--- config.mk ---
export PLATFORM = sky130hd
export DESIGN_NAME = sfbf_front_end
export DESIGN_NICKNAME = d
export VERILOG_FILES = /design/src/rtl/_unused_placeholder_none.v /design/src/rtl/sfbf_busy_timer.v /design/src/rtl/sfbf_front_end.v /design/src/rtl/sfbf_sync.v
export VERILOG_INCLUDE_DIRS = /design/src /design/src/pkg
export SDC_FILE = /design/constraint.sdc
export NUM_CORES = 1
export LEC_CHECK = 0
export CORE_MARGIN = 2
export CORE_UTILIZATION = 65
export CTS_CLUSTER_DIAMETER = 40
export DETAILED_ROUTE_END_ITERATION = 6
export DONT_BUFFER_PORTS = 1
export PLACE_DENSITY = 0.81
export SLEW_MARGIN = 20
export SYNTH_ARGS = -nofsm -noshare
export SYNTH_HDL_FRONTEND = slang
export SYNTH_SLANG_ARGS = --single-unit
--- constraint.sdc ---
create_clock -name clk -period 9.27 [get_ports clk]
set_input_delay 0.927 -clock clk [delete_from_list [all_inputs] [get_ports clk]]
set_output_delay 0.927 -clock clk [all_outputs]
set_load 0.1 [all_outputs]
--- src/pkg/sfbf_map.vh ---
/*
  Constants of the serial flash bus front end: register offsets, control and
  dummy field positions, reset values, command codes and operation times.
  Assumes inclusion by its bare name from every design file that needs it.
*/
`ifndef SFBF_MAP_VH
`define SFBF_MAP_VH

// ==========================================================================
// register offsets (byte addresses on the apb bus)
`define SFBF_OFF_CTRL 12'h000
`define SFBF_OFF_DUMMY 12'h004
`define SFBF_OFF_STAT 12'h008
`define SFBF_OFF_ADDR 12'h00c
`define SFBF_OFF_UIDL 12'h010
`define SFBF_OFF_UIDH 12'h014

// ==========================================================================
// control register fields
`define SFBF_CB_QE 0
`define SFBF_CB_FOUR 1
`define SFBF_CB_CONT 2
`define SFBF_CB_WRAP 3
`define SFBF_CB_WSEL 4
`define SFBF_CB_L3RST 6
`define SFBF_CB_EXTA 7
`define SFBF_CB_LOCK 8
`define SFBF_CTRL_RST 11'h000

// ==========================================================================
// dummy cycle fields, four bits each
`define SFBF_DF_FAST 0
`define SFBF_DF_DIO 4
`define SFBF_DF_QIO 8
`define SFBF_DF_WQIO 12
`define SFBF_DUMMY_RST 16'h4648

// ==========================================================================
// command codes
`define SFBF_OP_FREAD 8'h0b
`define SFBF_OP_DOUT 8'h3b
`define SFBF_OP_QOUT 8'h6b
`define SFBF_OP_DIO 8'hbb
`define SFBF_OP_QIO 8'heb
`define SFBF_OP_WQIO 8'he7
`define SFBF_OP_PROG 8'h02
`define SFBF_OP_SE4K 8'h20
`define SFBF_OP_BE32K 8'h52
`define SFBF_OP_BE64K 8'hd8
`define SFBF_OP_CHIP 8'hc7
`define SFBF_OP_UID 8'h4b
`define SFBF_OP_SECRD 8'h48
`define SFBF_OP_SECPRG 8'h42

// ==========================================================================
// internal operation times and clock rate
`define SFBF_CLK_MHZ 34'h0000007d
`define SFBF_T_PROG_US 34'h0000001f4
`define SFBF_T_SECT_US 34'h000009c40
`define SFBF_T_B32_US 34'h00001d4c0
`define SFBF_T_B64_US 34'h00003d090
`define SFBF_T_CHIP_US 34'h005f5e100

`endif

--- src/rtl/_unused_placeholder_none.v ---
/*
  Empty file kept out of the build.
  Assumes nothing.
*/
`timescale 1ns/1ps

--- src/rtl/sfbf_busy_timer.v ---
/*
  Down-counter that models an internal erase or program operation.
  Assumes start is a one-cycle pulse and load is at least one.
*/
`timescale 1ns/1ps
module sfbf_busy_timer (
  input wire clk,
  input wire rst_n,
  input wire start,
  input wire [33:0] load,
  output reg busy
);
  reg [33:0] left;

  // nothing here looks at select: a started operation always runs out
  always @(posedge clk or negedge rst_n) begin
    if (!rst_n) begin
      left <= 34'h000000000;
      busy <= 1'b0;
    end else if (start && !busy) begin
      left <= load;
      busy <= 1'b1;
    end else if (busy) begin
      left <= left - 34'h000000001;
      if (left == 34'h000000001) begin
        busy <= 1'b0;
      end
    end
  end
endmodule // sfbf_busy_timer

--- src/rtl/sfbf_front_end.v ---
/*
  Serial flash bus front end: samples select, serial clock and four data
  lanes, decodes commands and moves bytes to and from an array port, with an
  apb register file for configuration and status.
  Assumes the serial clock runs well below a quarter of clk, mem_rdata is
  valid one clk after mem_addr changes, and the apb master is on clk.
*/
`timescale 1ns/1ps
`include "sfbf_map.vh"
module sfbf_front_end #(
  parameter [63:0] UID_VALUE = 64'h0123456789abcdef, // arbitrary value
  parameter [33:0] T_PROG_CYC = `SFBF_T_PROG_US * `SFBF_CLK_MHZ,
  parameter [33:0] T_SECT_CYC = `SFBF_T_SECT_US * `SFBF_CLK_MHZ,
  parameter [33:0] T_B32_CYC = `SFBF_T_B32_US * `SFBF_CLK_MHZ,
  parameter [33:0] T_B64_CYC = `SFBF_T_B64_US * `SFBF_CLK_MHZ,
  parameter [33:0] T_CHIP_CYC = `SFBF_T_CHIP_US * `SFBF_CLK_MHZ
) (
  input wire clk,
  input wire arst_n,
  input wire psel,
  input wire penable,
  input wire pwrite,
  input wire [11:0] paddr,
  input wire [31:0] pwdata,
  output reg [31:0] prdata,
  output reg pready,
  output reg pslverr,
  input wire sclk_pin,
  input wire select_n_pin,
  input wire data_lane_0_in,
  input wire data_lane_1_in,
  input wire data_lane_2_in,
  input wire data_lane_3_in,
  output reg data_lane_0_out,
  output reg data_lane_1_out,
  output reg data_lane_2_out,
  output reg data_lane_3_out,
  output reg data_lane_0_oe_n,
  output reg data_lane_1_oe_n,
  output reg data_lane_2_oe_n,
  output reg data_lane_3_oe_n,
  output reg [24:0] mem_addr,
  output reg [1:0] mem_region,
  input wire [7:0] mem_rdata,
  output reg wr_valid,
  output reg [7:0] wr_data,
  output reg erase_start,
  output reg [2:0] erase_size,
  output wire busy
);
  // ========================================================================
  // states and command kinds
  localparam S_IDLE = 3'd0, S_OPC = 3'd1, S_DEC = 3'd2, S_ADDR = 3'd3;
  localparam S_DUMMY = 3'd4, S_RDATA = 3'd5, S_WDATA = 3'd6, S_DONE = 3'd7;
  localparam K_NONE = 3'd0, K_READ = 3'd1, K_UID = 3'd2, K_PROG = 3'd3;
  localparam K_ERASE = 3'd4, K_SRD = 3'd5, K_SPRG = 3'd6;

  function [24:0] shin;
    input [24:0] v;
    input [1:0] w;
    input [3:0] b;
    begin
      case (w)
        2'd0: shin = {v[23:0], b[0]};
        2'd1: shin = {v[22:0], b[1:0]};
        default: shin = {v[20:0], b};
      endcase
    end
  endfunction

  // ========================================================================
  // reset and pin synchronisers
  wire rst_n;
  wire [5:0] pin_s;
  sfbf_sync #(.W(1)) u_rst (.clk(clk), .rst_n(arst_n), .d(1'b1), .q(rst_n));
  sfbf_sync #(.W(6)) u_pins (
    .clk(clk),
    .rst_n(rst_n),
    .d({sclk_pin, select_n_pin, data_lane_3_in, data_lane_2_in,
        data_lane_1_in, data_lane_0_in}),
    .q(pin_s)
  );
  wire sclk_s = pin_s[5];
  wire sel_n_s = pin_s[4];
  wire [3:0] lane_s = pin_s[3:0];

  reg [10:0] ctrl;
  reg [15:0] dummy_cfg;
  wire qe = ctrl[`SFBF_CB_QE];
  wire four = ctrl[`SFBF_CB_FOUR] & qe;
  // with quad enable set lane 3 is pure data: no pause, no reset
  wire paused = ~sel_n_s & ~qe & ~ctrl[`SFBF_CB_L3RST] & ~lane_s[3];
  wire lane_rst = ~qe & ctrl[`SFBF_CB_L3RST] & ~lane_s[3];
  reg sclk_q, sel_q, armed;
  // the previous clock level is tracked even while paused or deselected, so
  // a mode 3 idle-high clock at select fall makes no phantom edge
  wire rise = sclk_s & ~sclk_q & ~sel_n_s & ~paused;
  wire fall = ~sclk_s & sclk_q & ~sel_n_s & ~paused;
  wire sel_fall = sel_q & ~sel_n_s;
  wire sel_rise = ~sel_q & sel_n_s;

  // ========================================================================
  // command decode
  reg [7:0] opc, last_opc;
  reg [2:0] st, kind, d_kind, d_esize, esize;
  reg [1:0] aw, dw, d_aw, d_dw;
  reg [3:0] dmy, d_dmy;
  reg d_ok;
  always @* begin
    d_kind = K_NONE;
    d_aw = 2'd0;
    d_dw = 2'd0;
    d_dmy = dummy_cfg[`SFBF_DF_FAST +: 4];
    d_esize = 3'd0;
    d_ok = 1'b1;
    case (opc)
      `SFBF_OP_FREAD: d_kind = K_READ;
      `SFBF_OP_DOUT: begin d_kind = K_READ; d_dw = 2'd1; end
      `SFBF_OP_QOUT: begin d_kind = K_READ; d_dw = 2'd2; d_ok = qe; end
      `SFBF_OP_DIO: begin
        d_kind = K_READ; d_aw = 2'd1; d_dw = 2'd1;
        d_dmy = dummy_cfg[`SFBF_DF_DIO +: 4];
      end
      `SFBF_OP_QIO: begin
        d_kind = K_READ; d_aw = 2'd2; d_dw = 2'd2; d_ok = qe;
        d_dmy = dummy_cfg[`SFBF_DF_QIO +: 4];
      end
      `SFBF_OP_WQIO: begin
        d_kind = K_READ; d_aw = 2'd2; d_dw = 2'd2; d_ok = qe;
        d_dmy = dummy_cfg[`SFBF_DF_WQIO +: 4];
      end
      `SFBF_OP_PROG: d_kind = K_PROG;
      `SFBF_OP_SE4K: begin d_kind = K_ERASE; d_esize = 3'd1; end
      `SFBF_OP_BE32K: begin d_kind = K_ERASE; d_esize = 3'd2; end
      `SFBF_OP_BE64K: begin d_kind = K_ERASE; d_esize = 3'd3; end
      `SFBF_OP_CHIP: begin d_kind = K_ERASE; d_esize = 3'd4; end
      `SFBF_OP_UID: d_kind = K_UID;
      `SFBF_OP_SECRD: d_kind = K_SRD;
      `SFBF_OP_SECPRG: d_kind = K_SPRG;
      default: d_ok = 1'b0;
    endcase
    if (four) begin
      d_aw = 2'd2;
      d_dw = 2'd2;
    end
  end

  // ========================================================================
  // shifting and addressing helpers
  reg [24:0] sr;
  reg [4:0] cnt;
  reg [7:0] rd_sr;
  reg [8:0] wcount;
  reg cont_active, op_armed, wrote;
  wire [1:0] wcur = (st == S_OPC) ? (four ? 2'd2 : 2'd0) : (st == S_ADDR) ? aw : dw;
  wire [3:0] ins_bits = lane_s;
  wire [24:0] sh = shin(sr, wcur, ins_bits);
  wire [4:0] need = (st == S_ADDR) ? (5'd24 >> wcur) : (5'd8 >> wcur);
  wire last_edge = (cnt == need - 5'd1);
  wire [1:0] wsel = ctrl[`SFBF_CB_WSEL +: 2];
  wire [7:0] wmask = 8'h3f >> (2'd3 - wsel);
  wire [24:0] amask = (kind == K_UID) ? 25'h0000007 :
    (kind == K_PROG || kind == K_SPRG || kind == K_SRD) ? 25'h00000ff :
    ctrl[`SFBF_CB_WRAP] ? {17'h00000, wmask} : 25'h1ffffff;
  wire [24:0] next_addr = (mem_addr & ~amask) | ((mem_addr + 25'h0000001) & amask);
  wire [63:0] uid_sh = UID_VALUE << {mem_addr[2:0], 3'b000};
  wire [7:0] src_byte = (kind == K_UID) ? uid_sh[63:56] : mem_rdata;
  wire [7:0] out_byte = (cnt == 5'd0) ? src_byte : rd_sr;
  wire [24:0] full_addr = {ctrl[`SFBF_CB_EXTA], sh[23:0]};
  wire [1:0] sec_idx = sh[9:8];
  wire [24:0] ealign = (esize == 3'd1) ? 25'h1fff000 :
    (esize == 3'd2) ? 25'h1ff8000 : 25'h1ff0000;
  wire busy_refuse = busy & (d_kind == K_PROG || d_kind == K_ERASE || d_kind == K_SPRG);
  reg tmr_start;
  reg [33:0] tmr_load;

  sfbf_busy_timer u_timer (
    .clk(clk),
    .rst_n(rst_n),
    .start(tmr_start),
    .load(tmr_load),
    .busy(busy)
  );

  // ========================================================================
  // serial command engine
  always @(posedge clk or negedge rst_n) begin
    if (!rst_n) begin
      st <= S_IDLE; sclk_q <= 1'b0; sel_q <= 1'b0; armed <= 1'b0;
      opc <= 8'h00; last_opc <= 8'h00; kind <= K_NONE; aw <= 2'd0; dw <= 2'd0;
      dmy <= 4'h0; esize <= 3'd0; sr <= 25'h0000000; cnt <= 5'd0; rd_sr <= 8'h00;
      wcount <= 9'h000; cont_active <= 1'b0; op_armed <= 1'b0; wrote <= 1'b0;
      mem_addr <= 25'h0000000; mem_region <= 2'd0; wr_valid <= 1'b0;
      wr_data <= 8'h00; erase_start <= 1'b0; erase_size <= 3'd0;
      tmr_start <= 1'b0; tmr_load <= 34'h000000001;
      {data_lane_3_out, data_lane_2_out, data_lane_1_out, data_lane_0_out} <= 4'h0;
      {data_lane_3_oe_n, data_lane_2_oe_n, data_lane_1_oe_n, data_lane_0_oe_n} <= 4'hf;
    end else begin
      sclk_q <= sclk_s;
      sel_q <= sel_n_s;
      wr_valid <= 1'b0;
      erase_start <= 1'b0;
      tmr_start <= 1'b0;
      if (sel_n_s) begin
        armed <= 1'b1;
      end
      if (wr_valid) begin
        mem_addr <= next_addr;
      end
      if (!ctrl[`SFBF_CB_CONT]) begin
        cont_active <= 1'b0;
      end
      if (sel_n_s || paused || lane_rst) begin
        // floats on deselect, pause or lane reset, whatever the state
        {data_lane_3_oe_n, data_lane_2_oe_n, data_lane_1_oe_n, data_lane_0_oe_n} <= 4'hf;
      end
      if (lane_rst) begin
        st <= S_IDLE;
        cont_active <= 1'b0;
        op_armed <= 1'b0;
      end else if (sel_rise) begin
        st <= S_IDLE;
        op_armed <= 1'b0;
        if (op_armed) begin
          tmr_start <= 1'b1;
          erase_start <= (kind == K_ERASE);
          erase_size <= esize;
          tmr_load <= (kind != K_ERASE) ? T_PROG_CYC : (esize == 3'd1) ? T_SECT_CYC :
            (esize == 3'd2) ? T_B32_CYC : (esize == 3'd3) ? T_B64_CYC : T_CHIP_CYC;
        end
      end else if (sel_fall && armed) begin
        cnt <= 5'd0;
        wrote <= 1'b0;
        wcount <= 9'h000;
        st <= (cont_active && ctrl[`SFBF_CB_CONT]) ? S_ADDR : S_OPC;
      end else begin
        case (st)
          S_OPC: if (rise) begin
            sr <= sh;
            cnt <= last_edge ? 5'd0 : cnt + 5'd1;
            opc <= sh[7:0];
            if (last_edge) st <= S_DEC;
          end
          S_DEC: begin
            last_opc <= opc;
            kind <= d_kind; aw <= d_aw; dw <= d_dw; dmy <= d_dmy; esize <= d_esize;
            mem_region <= 2'd0;
            cont_active <= 1'b0;
            if (!d_ok || busy_refuse) begin
              st <= S_DONE;
            end else if (d_kind == K_UID) begin
              mem_addr <= 25'h0000000;
              st <= (d_dmy == 4'h0) ? S_RDATA : S_DUMMY;
            end else if (d_esize == 3'd4) begin
              mem_addr <= 25'h0000000;
              op_armed <= 1'b1;
              st <= S_DONE;
            end else begin
              st <= S_ADDR;
            end
          end
          S_ADDR: if (rise) begin
            sr <= sh;
            cnt <= last_edge ? 5'd0 : cnt + 5'd1;
            if (last_edge) begin
              mem_addr <= full_addr;
              if (kind == K_SRD || kind == K_SPRG) begin
                mem_region <= sec_idx + 2'd1;
                if (sec_idx == 2'd3 || (kind == K_SPRG && ctrl[`SFBF_CB_LOCK + sec_idx])) begin
                  st <= S_DONE;
                end else begin
                  st <= (kind == K_SPRG) ? S_WDATA : (dmy == 4'h0) ? S_RDATA : S_DUMMY;
                end
              end else if (kind == K_ERASE) begin
                mem_addr <= full_addr & ealign;
                op_armed <= 1'b1;
                st <= S_DONE;
              end else if (kind == K_PROG) begin
                st <= S_WDATA;
              end else begin
                st <= (dmy == 4'h0) ? S_RDATA : S_DUMMY;
              end
            end
          end
          S_DUMMY: if (rise) begin
            cnt <= (cnt == {1'b0, dmy} - 5'd1) ? 5'd0 : cnt + 5'd1;
            if (cnt == {1'b0, dmy} - 5'd1) st <= S_RDATA;
          end
          S_RDATA: if (fall) begin
            rd_sr <= (dw == 2'd0) ? {out_byte[6:0], 1'b0} :
              (dw == 2'd1) ? {out_byte[5:0], 2'b00} : {out_byte[3:0], 4'h0};
            cnt <= last_edge ? 5'd0 : cnt + 5'd1;
            if (cnt == 5'd0) mem_addr <= next_addr;
            if (opc == `SFBF_OP_QIO && ctrl[`SFBF_CB_CONT]) cont_active <= 1'b1;
            case (dw)
              2'd0: begin
                data_lane_1_out <= out_byte[7];
                data_lane_1_oe_n <= 1'b0;
              end
              2'd1: begin
                {data_lane_1_out, data_lane_0_out} <= out_byte[7:6];
                {data_lane_1_oe_n, data_lane_0_oe_n} <= 2'b00;
              end
              default: begin
                {data_lane_3_out, data_lane_2_out, data_lane_1_out, data_lane_0_out} <=
                  out_byte[7:4];
                {data_lane_3_oe_n, data_lane_2_oe_n, data_lane_1_oe_n, data_lane_0_oe_n} <=
                  4'h0;
              end
            endcase
          end
          S_WDATA: if (rise) begin
            sr <= sh;
            cnt <= last_edge ? 5'd0 : cnt + 5'd1;
            // bytes past a full page are dropped rather than wrapped over
            if (last_edge && wcount != 9'h100) begin
              wr_valid <= 1'b1;
              wr_data <= sh[7:0];
              wcount <= wcount + 9'h001;
              wrote <= 1'b1;
              op_armed <= 1'b1;
            end
          end
          S_IDLE: st <= S_IDLE;
          S_DONE: st <= S_DONE;
          default: st <= S_IDLE;
        endcase
      end
    end
  end

  // ========================================================================
  // apb register file
  reg [31:0] apb_rd;
  reg apb_miss;
  always @* begin
    apb_rd = 32'h00000000;
    apb_miss = 1'b0;
    case (paddr)
      `SFBF_OFF_CTRL: apb_rd = {21'h000000, ctrl};
      `SFBF_OFF_DUMMY: apb_rd = {16'h0000, dummy_cfg};
      `SFBF_OFF_STAT: apb_rd = {13'h0000, st, last_opc, 2'b00, cont_active,
        ~qe & lane_s[2], paused, armed, ~sel_n_s, busy};
      `SFBF_OFF_ADDR: apb_rd = {7'h00, mem_addr};
      `SFBF_OFF_UIDL: apb_rd = UID_VALUE[31:0];
      `SFBF_OFF_UIDH: apb_rd = UID_VALUE[63:32];
      default: apb_miss = 1'b1;
    endcase
  end

  always @(posedge clk or negedge rst_n) begin
    if (!rst_n) begin
      prdata <= 32'h00000000;
      pready <= 1'b0;
      pslverr <= 1'b0;
      ctrl <= `SFBF_CTRL_RST;
      dummy_cfg <= `SFBF_DUMMY_RST;
    end else begin
      pready <= psel & penable & ~pready;
      if (psel && penable && !pready) begin
        prdata <= pwrite ? 32'h00000000 : apb_rd;
        pslverr <= apb_miss;
      end
      if (psel && penable && pready && pwrite && !pslverr) begin
        if (paddr == `SFBF_OFF_CTRL) begin
          // lock bits are one-time: they set, and only reset clears them
          ctrl <= {ctrl[10:8] | pwdata[10:8], pwdata[7:0]};
        end
        if (paddr == `SFBF_OFF_DUMMY) begin
          dummy_cfg <= pwdata[15:0];
        end
      end
    end
  end
endmodule // sfbf_front_end

--- src/rtl/sfbf_sync.v ---
/*
  Two-stage synchroniser for a group of independent level signals.
  Assumes each bit is a slow level; bits are not kept coherent with each other.
*/
`timescale 1ns/1ps
module sfbf_sync #(
  parameter W = 1
) (
  input wire clk,
  input wire rst_n,
  input wire [W-1:0] d,
  output reg [W-1:0] q
);
  reg [W-1:0] meta;

  always @(posedge clk or negedge rst_n) begin
    if (!rst_n) begin
      meta <= {W{1'b0}};
      q <= {W{1'b0}};
    end else begin
      meta <= d;
      q <= meta;
    end
  end
endmodule // sfbf_sync

Word level (Yosys, flattened, before mapping)

Cells that the tools add are included.

Reductions and logical operators: 63
Eq/ne operators: 69
Bitwise logic cells: 38
Multiplexer cells: 147
Add/subtract/negate cells: 9
Shift-type cells: 4
Magnitude comparators: 1

Operator list:

| kind                                                | number |
|---|---|
| two-way mux 25 bit                                  | 16 |
| two-way mux 34 bit                                  | 6 |
| case mux 32 bit (6 select lines)                    | 1 |
| AND 25 bit                                          | 3 |
| case mux 25 bit (3 select lines)                    | 1 |
| two-way mux 1 bit                                   | 65 |
| left shift 57 x 6 -> 64 bit (first input constant)  | 1 |
| case mux 24 bit (2 select lines)                    | 1 |
| two-way mux 3 bit                                   | 15 |
| == test 8 x 7 -> 1 bit (second input constant)      | 5 |
| == test 8 bit (second input constant)               | 5 |
| two-way mux 9 bit                                   | 4 |
| case mux 3 bit (6 select lines)                     | 2 |
| two-way mux 5 bit                                   | 7 |
| == test 34 x 1 -> 1 bit (second input constant)     | 1 |
| subtractor 34 x 1 -> 34 bit (second input constant) | 1 |
| two-way mux 16 bit                                  | 2 |
| two-way mux 32 bit                                  | 1 |
| two-way mux 8 bit                                   | 4 |
| inequality test 4 bit (second input constant)       | 8 |
| == test 3 bit (second input constant)               | 10 |
| adder 25 x 1 -> 25 bit (second input constant)      | 1 |
| inverter 25 bit                                     | 1 |
| OR 25 bit                                           | 1 |
| other kinds (65)                                    | 169 |

Word-level logic and storage cells: 375
Register bits after elaboration: 276
Input bits: 63

Logic depth before layout (Yosys ltp)

Word-level depth: 18
Mapped depth: 18
Mapped depth without buffers: 13

Cells and area by module

A second synthesis with hierarchy kept.

Cell total of the unflattened synthesis: 1,514
Area total of the unflattened synthesis: 14,133.6 µm²

By module, submodules not included:

| module             | area each (µm²) | sequential area each (µm²) | times used | cells an instance |
|---|---|---|---|---|
| sfbf_front_end     | 11,618.6        | 5,092.4                    | 1          | 1,252 |
| sfbf_busy_timer    | 2,164.6         | 875.8                      | 1          | 248 |
| sfbf_sync (u_pins) | 300.3           | 300.3                      | 1          | 12 |
| sfbf_sync (u_rst)  | 50.0            | 50.0                       | 1          | 2 |

Worst setup path before layout

Ideal clock, no wire load.

Kind: register to register
Start: register st[0]
End: register st[1]
Library setup time: 125 ps
Data arrival time: 4,091 ps
Data required time: 9,145 ps
Stages on the path, launching flop included: 17
Clock period less this slack: 4,216 ps
Slack: 5,054 ps
Path through: dfrtp_1 ha_1 buf_2 and2b_4 a22oi_1 buf_2 buf_1 buf_2 or2_2 ha_1 xor2_1 o2111ai_2 or4_1 buf_4 a22oi_2 a21oi_2 mux2_4

Longest elaborated chain between the ends: 18
Elaborated cells on any way between the ends: 38
Those cells by class: add/sub: 2; eq/ne: 14; shift: 2; mux: 14; reduce/logical: 6

Ends and longest elaborated chain:

| item                                                               | line                                                             | source |
|---|---|---|
| start, declared                                                    | sfbf_front_end.v:105                                             | `reg [2:0] st, kind, d_kind, d_esize, esize;` |
| start signal, assigned                                             | sfbf_front_end.v:235                                             | `` st <= (cont_active && ctrl[`SFBF_CB_CONT]) ? S_ADDR : S_OPC; `` |
| start signal, assigned                                             | sfbf_front_end.v:253                                             | `st <= (d_dmy == 4'h0) ? S_RDATA : S_DUMMY;` |
| start signal, assigned                                             | sfbf_front_end.v:272                                             | `st <= (kind == K_SPRG) ? S_WDATA : (dmy == 4'h0) ? S_RDATA : S_DUMMY;` |
| == test 3 x 2 -> 1 bit                                             | sfbf_front_end.v:155, sfbf_front_end.v:158, sfbf_front_end.v:237 |  |
| two-way mux 2 bit (2 in a row)                                     | sfbf_front_end.v:155                                             | `wire [1:0] wcur = (st == S_OPC) ? (four ? 2'd2 : 2'd0) : (st == S_ADDR) ? aw : dw;` |
| == test 2 x 1 -> 1 bit / logical NOT 2 bit (equally long branches) | sfbf_front_end.v:63                                              | `case (w)` |
| case mux 24 bit (2 select lines)                                   | sfbf_front_end.v:63                                              |  |
| adder 4 x 2 -> 5 bit (no source line)                              | -                                                                |  |
| binary-select mux 1 bit (select 4 bit)                             | sfbf_front_end.v:269                                             | `` if (sec_idx == 2'd3 \|\| (kind == K_SPRG && ctrl[`SFBF_CB_LOCK + sec_idx])) begin `` |
| two-way mux 1 bit                                                  | sfbf_front_end.v:269                                             |  |
| logical AND 1 bit                                                  | sfbf_front_end.v:269                                             |  |
| logical OR 1 bit                                                   | sfbf_front_end.v:269                                             |  |
| two-way mux 3 bit                                                  | sfbf_front_end.v:269                                             |  |
| two-way mux 3 bit                                                  | sfbf_front_end.v:267                                             | `if (kind == K_SRD \|\| kind == K_SPRG) begin` |
| two-way mux 3 bit                                                  | sfbf_front_end.v:265                                             | `if (last_edge) begin` |
| two-way mux 3 bit                                                  | sfbf_front_end.v:262                                             | `S_ADDR: if (rise) begin` |
| case mux 3 bit (6 select lines)                                    | sfbf_front_end.v:237                                             | `case (st)` |
| two-way mux 3 bit                                                  | sfbf_front_end.v:231                                             | `end else if (sel_fall && armed) begin` |
| two-way mux 3 bit                                                  | sfbf_front_end.v:221                                             | `end else if (sel_rise) begin` |
| two-way mux 3 bit                                                  | sfbf_front_end.v:217                                             | `if (lane_rst) begin` |

Parallel ways exist; a longest one is shown, timed or not. The select of a mux whose other input is x is not followed.
A chain may end at the register's enable or synchronous reset.

Final worst setup path

Start: register st[1]
End: register mem_addr[14]

Longest elaborated chain between the ends: 14
Elaborated cells on any way between the ends: 23
Those cells by class: add/sub: 1; eq/ne: 6; shift: 2; mux: 12; bitwise: 1; reduce/logical: 1

Ends and longest elaborated chain:

| item                                                               | line                 | source |
|---|---|---|
| branches (longest 10 deep; another with subtractor 5 x 1 -> 5 bit) | -                    |  |
| case mux 25 bit (3 select lines) *                                 | sfbf_front_end.v:237 |  |
| two-way mux 25 bit *                                               | sfbf_front_end.v:231 |  |
| two-way mux 25 bit *                                               | sfbf_front_end.v:221 |  |
| two-way mux 25 bit *                                               | sfbf_front_end.v:217 |  |
| end signal, assigned                                               | sfbf_front_end.v:208 | `mem_addr <= next_addr;` |
| end signal, assigned                                               | sfbf_front_end.v:266 | `mem_addr <= full_addr;` |
| end signal, assigned                                               | sfbf_front_end.v:275 | `mem_addr <= full_addr & ealign;` |
| end, declared                                                      | sfbf_front_end.v:42  | `output reg [24:0] mem_addr,` |

Mark *: on every way between the ends.

==> results.json <==
{
  "final_cell_mix": "nand2_1, dfrtp_1, o21ai_0",
  "cts_setup_buffers": 0,
  "yosysSeqAreaShare": 0.4476,
  "netlist_area_um2": 14120,
  "slew_headroom": 0.2197,
  "worst-path-buf-inv": 2,
  "die_x_um": 151.4,
  "die_y_um": 151.4,
  "coreArea_um2": 21150,
  "nets": 1588,
  "tightest_slew_ns": 1.170,
  "max_stage_delay_ns": 0.62,
  "io_pins": 146,
  "antenna_left": 0,
  "final_cells": 1816,
  "seqPwrFrac": 0.359,
  "cpLargestDelayFamily": "compound AO/OA/AOI/OAI gates",
  "drt_first_pass_iters": 6,
  "drv_cap": 0,
  "syn2layout_area_growth_pct": 10.92,
  "dpl.hpwl_um": 28330,
  "critPathKind": "reg2reg",
  "crit_path_end_kind": "flop",
  "p_leak_nw": 6.817,
  "regArea_um2": 6329,
  "wl_per_cell_um": 22.16,
  "grt_pass1_vias": 11820,
  "clock_tree.buffer_depth": 3,
  "clk_latency_ns": 0.53,
  "report.power.total_w": 0.003964,
  "setup_viol": 0,
  "htree_num_levels": 2,
  "pwr-share-comb": 0.253,
  "swShare": 0.3619,
  "switchingPower_w": 0.001434,
  "via_per_inst": 6.851,
  "fp-row-count": 53,
  "clkPwrFrac": 0.388,
  "cts.sink_count": 252,
  "synth.avg_cell_area_um2": 9.137,
  "gp_congestion": 1.024,
  "diodes": 0,
  "yosys.area_share.adder": 0.01152,
  "synth_edf_count": 0,
  "clock.fmax_mhz": 219.6,
  "drc": 0,
  "post-route-period-util": 0.4911,
  "dpl.cell_count": 1747,
  "die_area_um2": 22910,
  "cts_tree": "yes",
  "min_period_ns": 4.553,
  "yosys_most_used_dff": "dfrtp_1",
  "rsz0062_at_grt": "false",
  "synth_top_family_by_area": "simple AND/OR/NAND/NOR gates",
  "path_cells": "inv_1, ha_1, and4bb_4, a211oi_4, or2_2, ha_1, o21ai_0, mux2i_1, xor2_1, nor4_4, buf_4, nor2_1, o21ai_0, o31ai_1",
  "root_buffer": "clkbuf_16",
  "syn_inst": 1545,
  "clk_pin_slew_ns": 0.06,
  "crit_slowest_cell": "nor2_1",
  "critPathMaxFanout": 23,
  "antenna_found_initial": 0,
  "synth_mux_area_frac": 0.07622,
  "crit_arrival_ns": 4.98,
  "yosys.area_share.simple": 0.2026,
  "cts_inserted_buffers": 38,
  "drt_iter0_drc": 1538,
  "yosys_warnings": 0,
  "fillers": 1499,
  "grt_pass1_wl_um": 62980,
  "ctsResizeCount": 0,
  "grt-ovfl-total": 0,
  "cellPowerDensity_nw_per_um2": 253.1,
  "drive_above_1_share": 0.1369,
  "fin_skew_ns": 0.01908,
  "synth-seq-cells": 252,
  "status": "completed",
  "hold_violations": 0,
  "internal_power_w": 0.002529,
  "grt_max_degree": 77,
  "crit_start": "st[1]",
  "final_common_cell": "nand2_1",
  "vias": 12440,
  "synth_xor_area_frac": 0.03288,
  "regToRegStartpoint": "st[1]",
  "io_buffers": 0,
  "final_max_slew_viol_count": 0,
  "fin_setup_tns_ns": 0,
  "worst_hold_path_type": "in2async",
  "cp-start-kind": "flop",
  "synth-compound-area-share": 0.1909,
  "multi_input_area_um2": 7310,
  "routed_wl_um": 40250,
  "initial_core_util": 0.6674,
  "required_ns": 9.70,
  "peakVddDrop_mv": 0.2150,
  "holdBufCountCts": 0,
  "synth.distinct_cells": 93,
  "grt_usage": 0.3529,
  "synthArstFlopShare": 1.000
}
area by class of cell:
class                           count  share of cell area
Clock inverter                     26             0.02221
Sequential cell                   252              0.4042
Timing Repair Buffer               29             0.01390
Tap cell                          275             0.02197
Inverter                           24            0.005753
Clock buffer                       43             0.06520
Multi-Input combinational cell   1167              0.4668
cell usage after synthesis, types with 7 or more instances:
cell      instances  area [µm²]
a211o_1          11       96.34
a21o_1            8       60.06
a21oi_1          67       335.3
a221o_1          11       110.1
a221oi_1         10       87.58
a22o_1           10       87.58
a22oi_1          29       217.7
a31oi_1          12       75.07
and2_1           13       81.33
and3_1           20       125.1
buf_4             8       60.06
clkbuf_1         85       319.1
dfrtp_1         242        6056
dfstp_2          10       262.8
ha_1             13       162.7
inv_1            23       86.33
mux2_2           60       675.7
mux2i_1          37       370.4
nand2_1         242       908.4
nand2b_1         10       62.56
nand3_1          43       215.2
nand4_1          20       125.1
nor2_1          106       397.9
nor2b_1          16       100.1
nor3_1           32       160.2
nor3b_1           9       67.56
nor4_1            8       50.05
o211ai_1         17       127.6
o21a_1            7       52.55
o21ai_0         135       675.7
o22ai_1          17       106.4
o31ai_1          13       97.59
or2_2            11       68.82
or3_1            14       87.58
or4_1             9       67.56
xnor2_1          28       245.2
xor2_1           25       219.0
state kept, by name (all words and copies together) (netlist names), 3 cells and up:
register / cells
cnt: 5
u_pins.meta: 6
dummy_cfg: 16
u_timer.left: 34
wr_data: 8
last_opc: 8
rd_sr: 7
esize: 3
ctrl: 11
prdata: 26
mem_addr: 25
tmr_load: 17
wcount: 9
opc: 8
dmy: 4
u_pins.q: 6
sr: 23
erase_size: 3
kind: 3
st: 3
through the flow:
step / setup WS [ns] / hold WS, ns / utilization / instance area, µm²
after floorplan: 1.745 / 0.3312 / - / 14130
after detailed placement: 4.803 / 0.3364 / 0.6749 / 14280
after global placement: 4.862 / 0.3335 / 0.6749 / 14280
after global routing: 4.501 / 0.09581 / 0.7402 / 15660
final: 4.717 / 0.1004 / 0.7402 / 15660
after CTS: 4.788 / 0.09218 / 0.7396 / 15650
worst paths after layout:
| kind | to | slack, ns | cells past startpoint |
|---|---|---|---|
| hold / removal | u_rst.q | 0.10 | 0 |
| min in group clk | u_pins.q[5] | 0.35 | 0 |
| setup reg to reg | mem_addr[14] | 4.72 | 14 |
| hold reg to reg | u_pins.q[5] | 0.35 | 0 |
| max in group asynchronous | wr_valid | 7.38 | 1 |
| setup / recovery | mem_addr[14] | 4.72 | 14 |
power groups by stage:
stage          clock, W  sequential, W  combinational (W)
2_1_floorplan         0        0.00139           0.000763
3_3_place_gp          0        0.00143           0.000939
3_5_place_dp          0        0.00143           0.000970
4_1_cts         0.00154        0.00142           0.000977
5_1_grt         0.00160        0.00144            0.00109
6_report        0.00154        0.00142            0.00100
layer usage:
metal,share of wire,global-route usage
met3,0.11,0.08464
met2,0.46,0.5493
met5,0,0
met4,0.031,0.1290
met1,0.40,0.4840
kinds of logic (layout without fill, tap and decap cells):
group,count (synthesis),in the layout
simple gates,588,588
compound gates,408,408
flops,252,252
buf+inv,130,122
mux,99,99
xor+xnor,53,53
fa+ha+maj,13,13
other cells,2,6
Power figures use the tool's default switching activity.
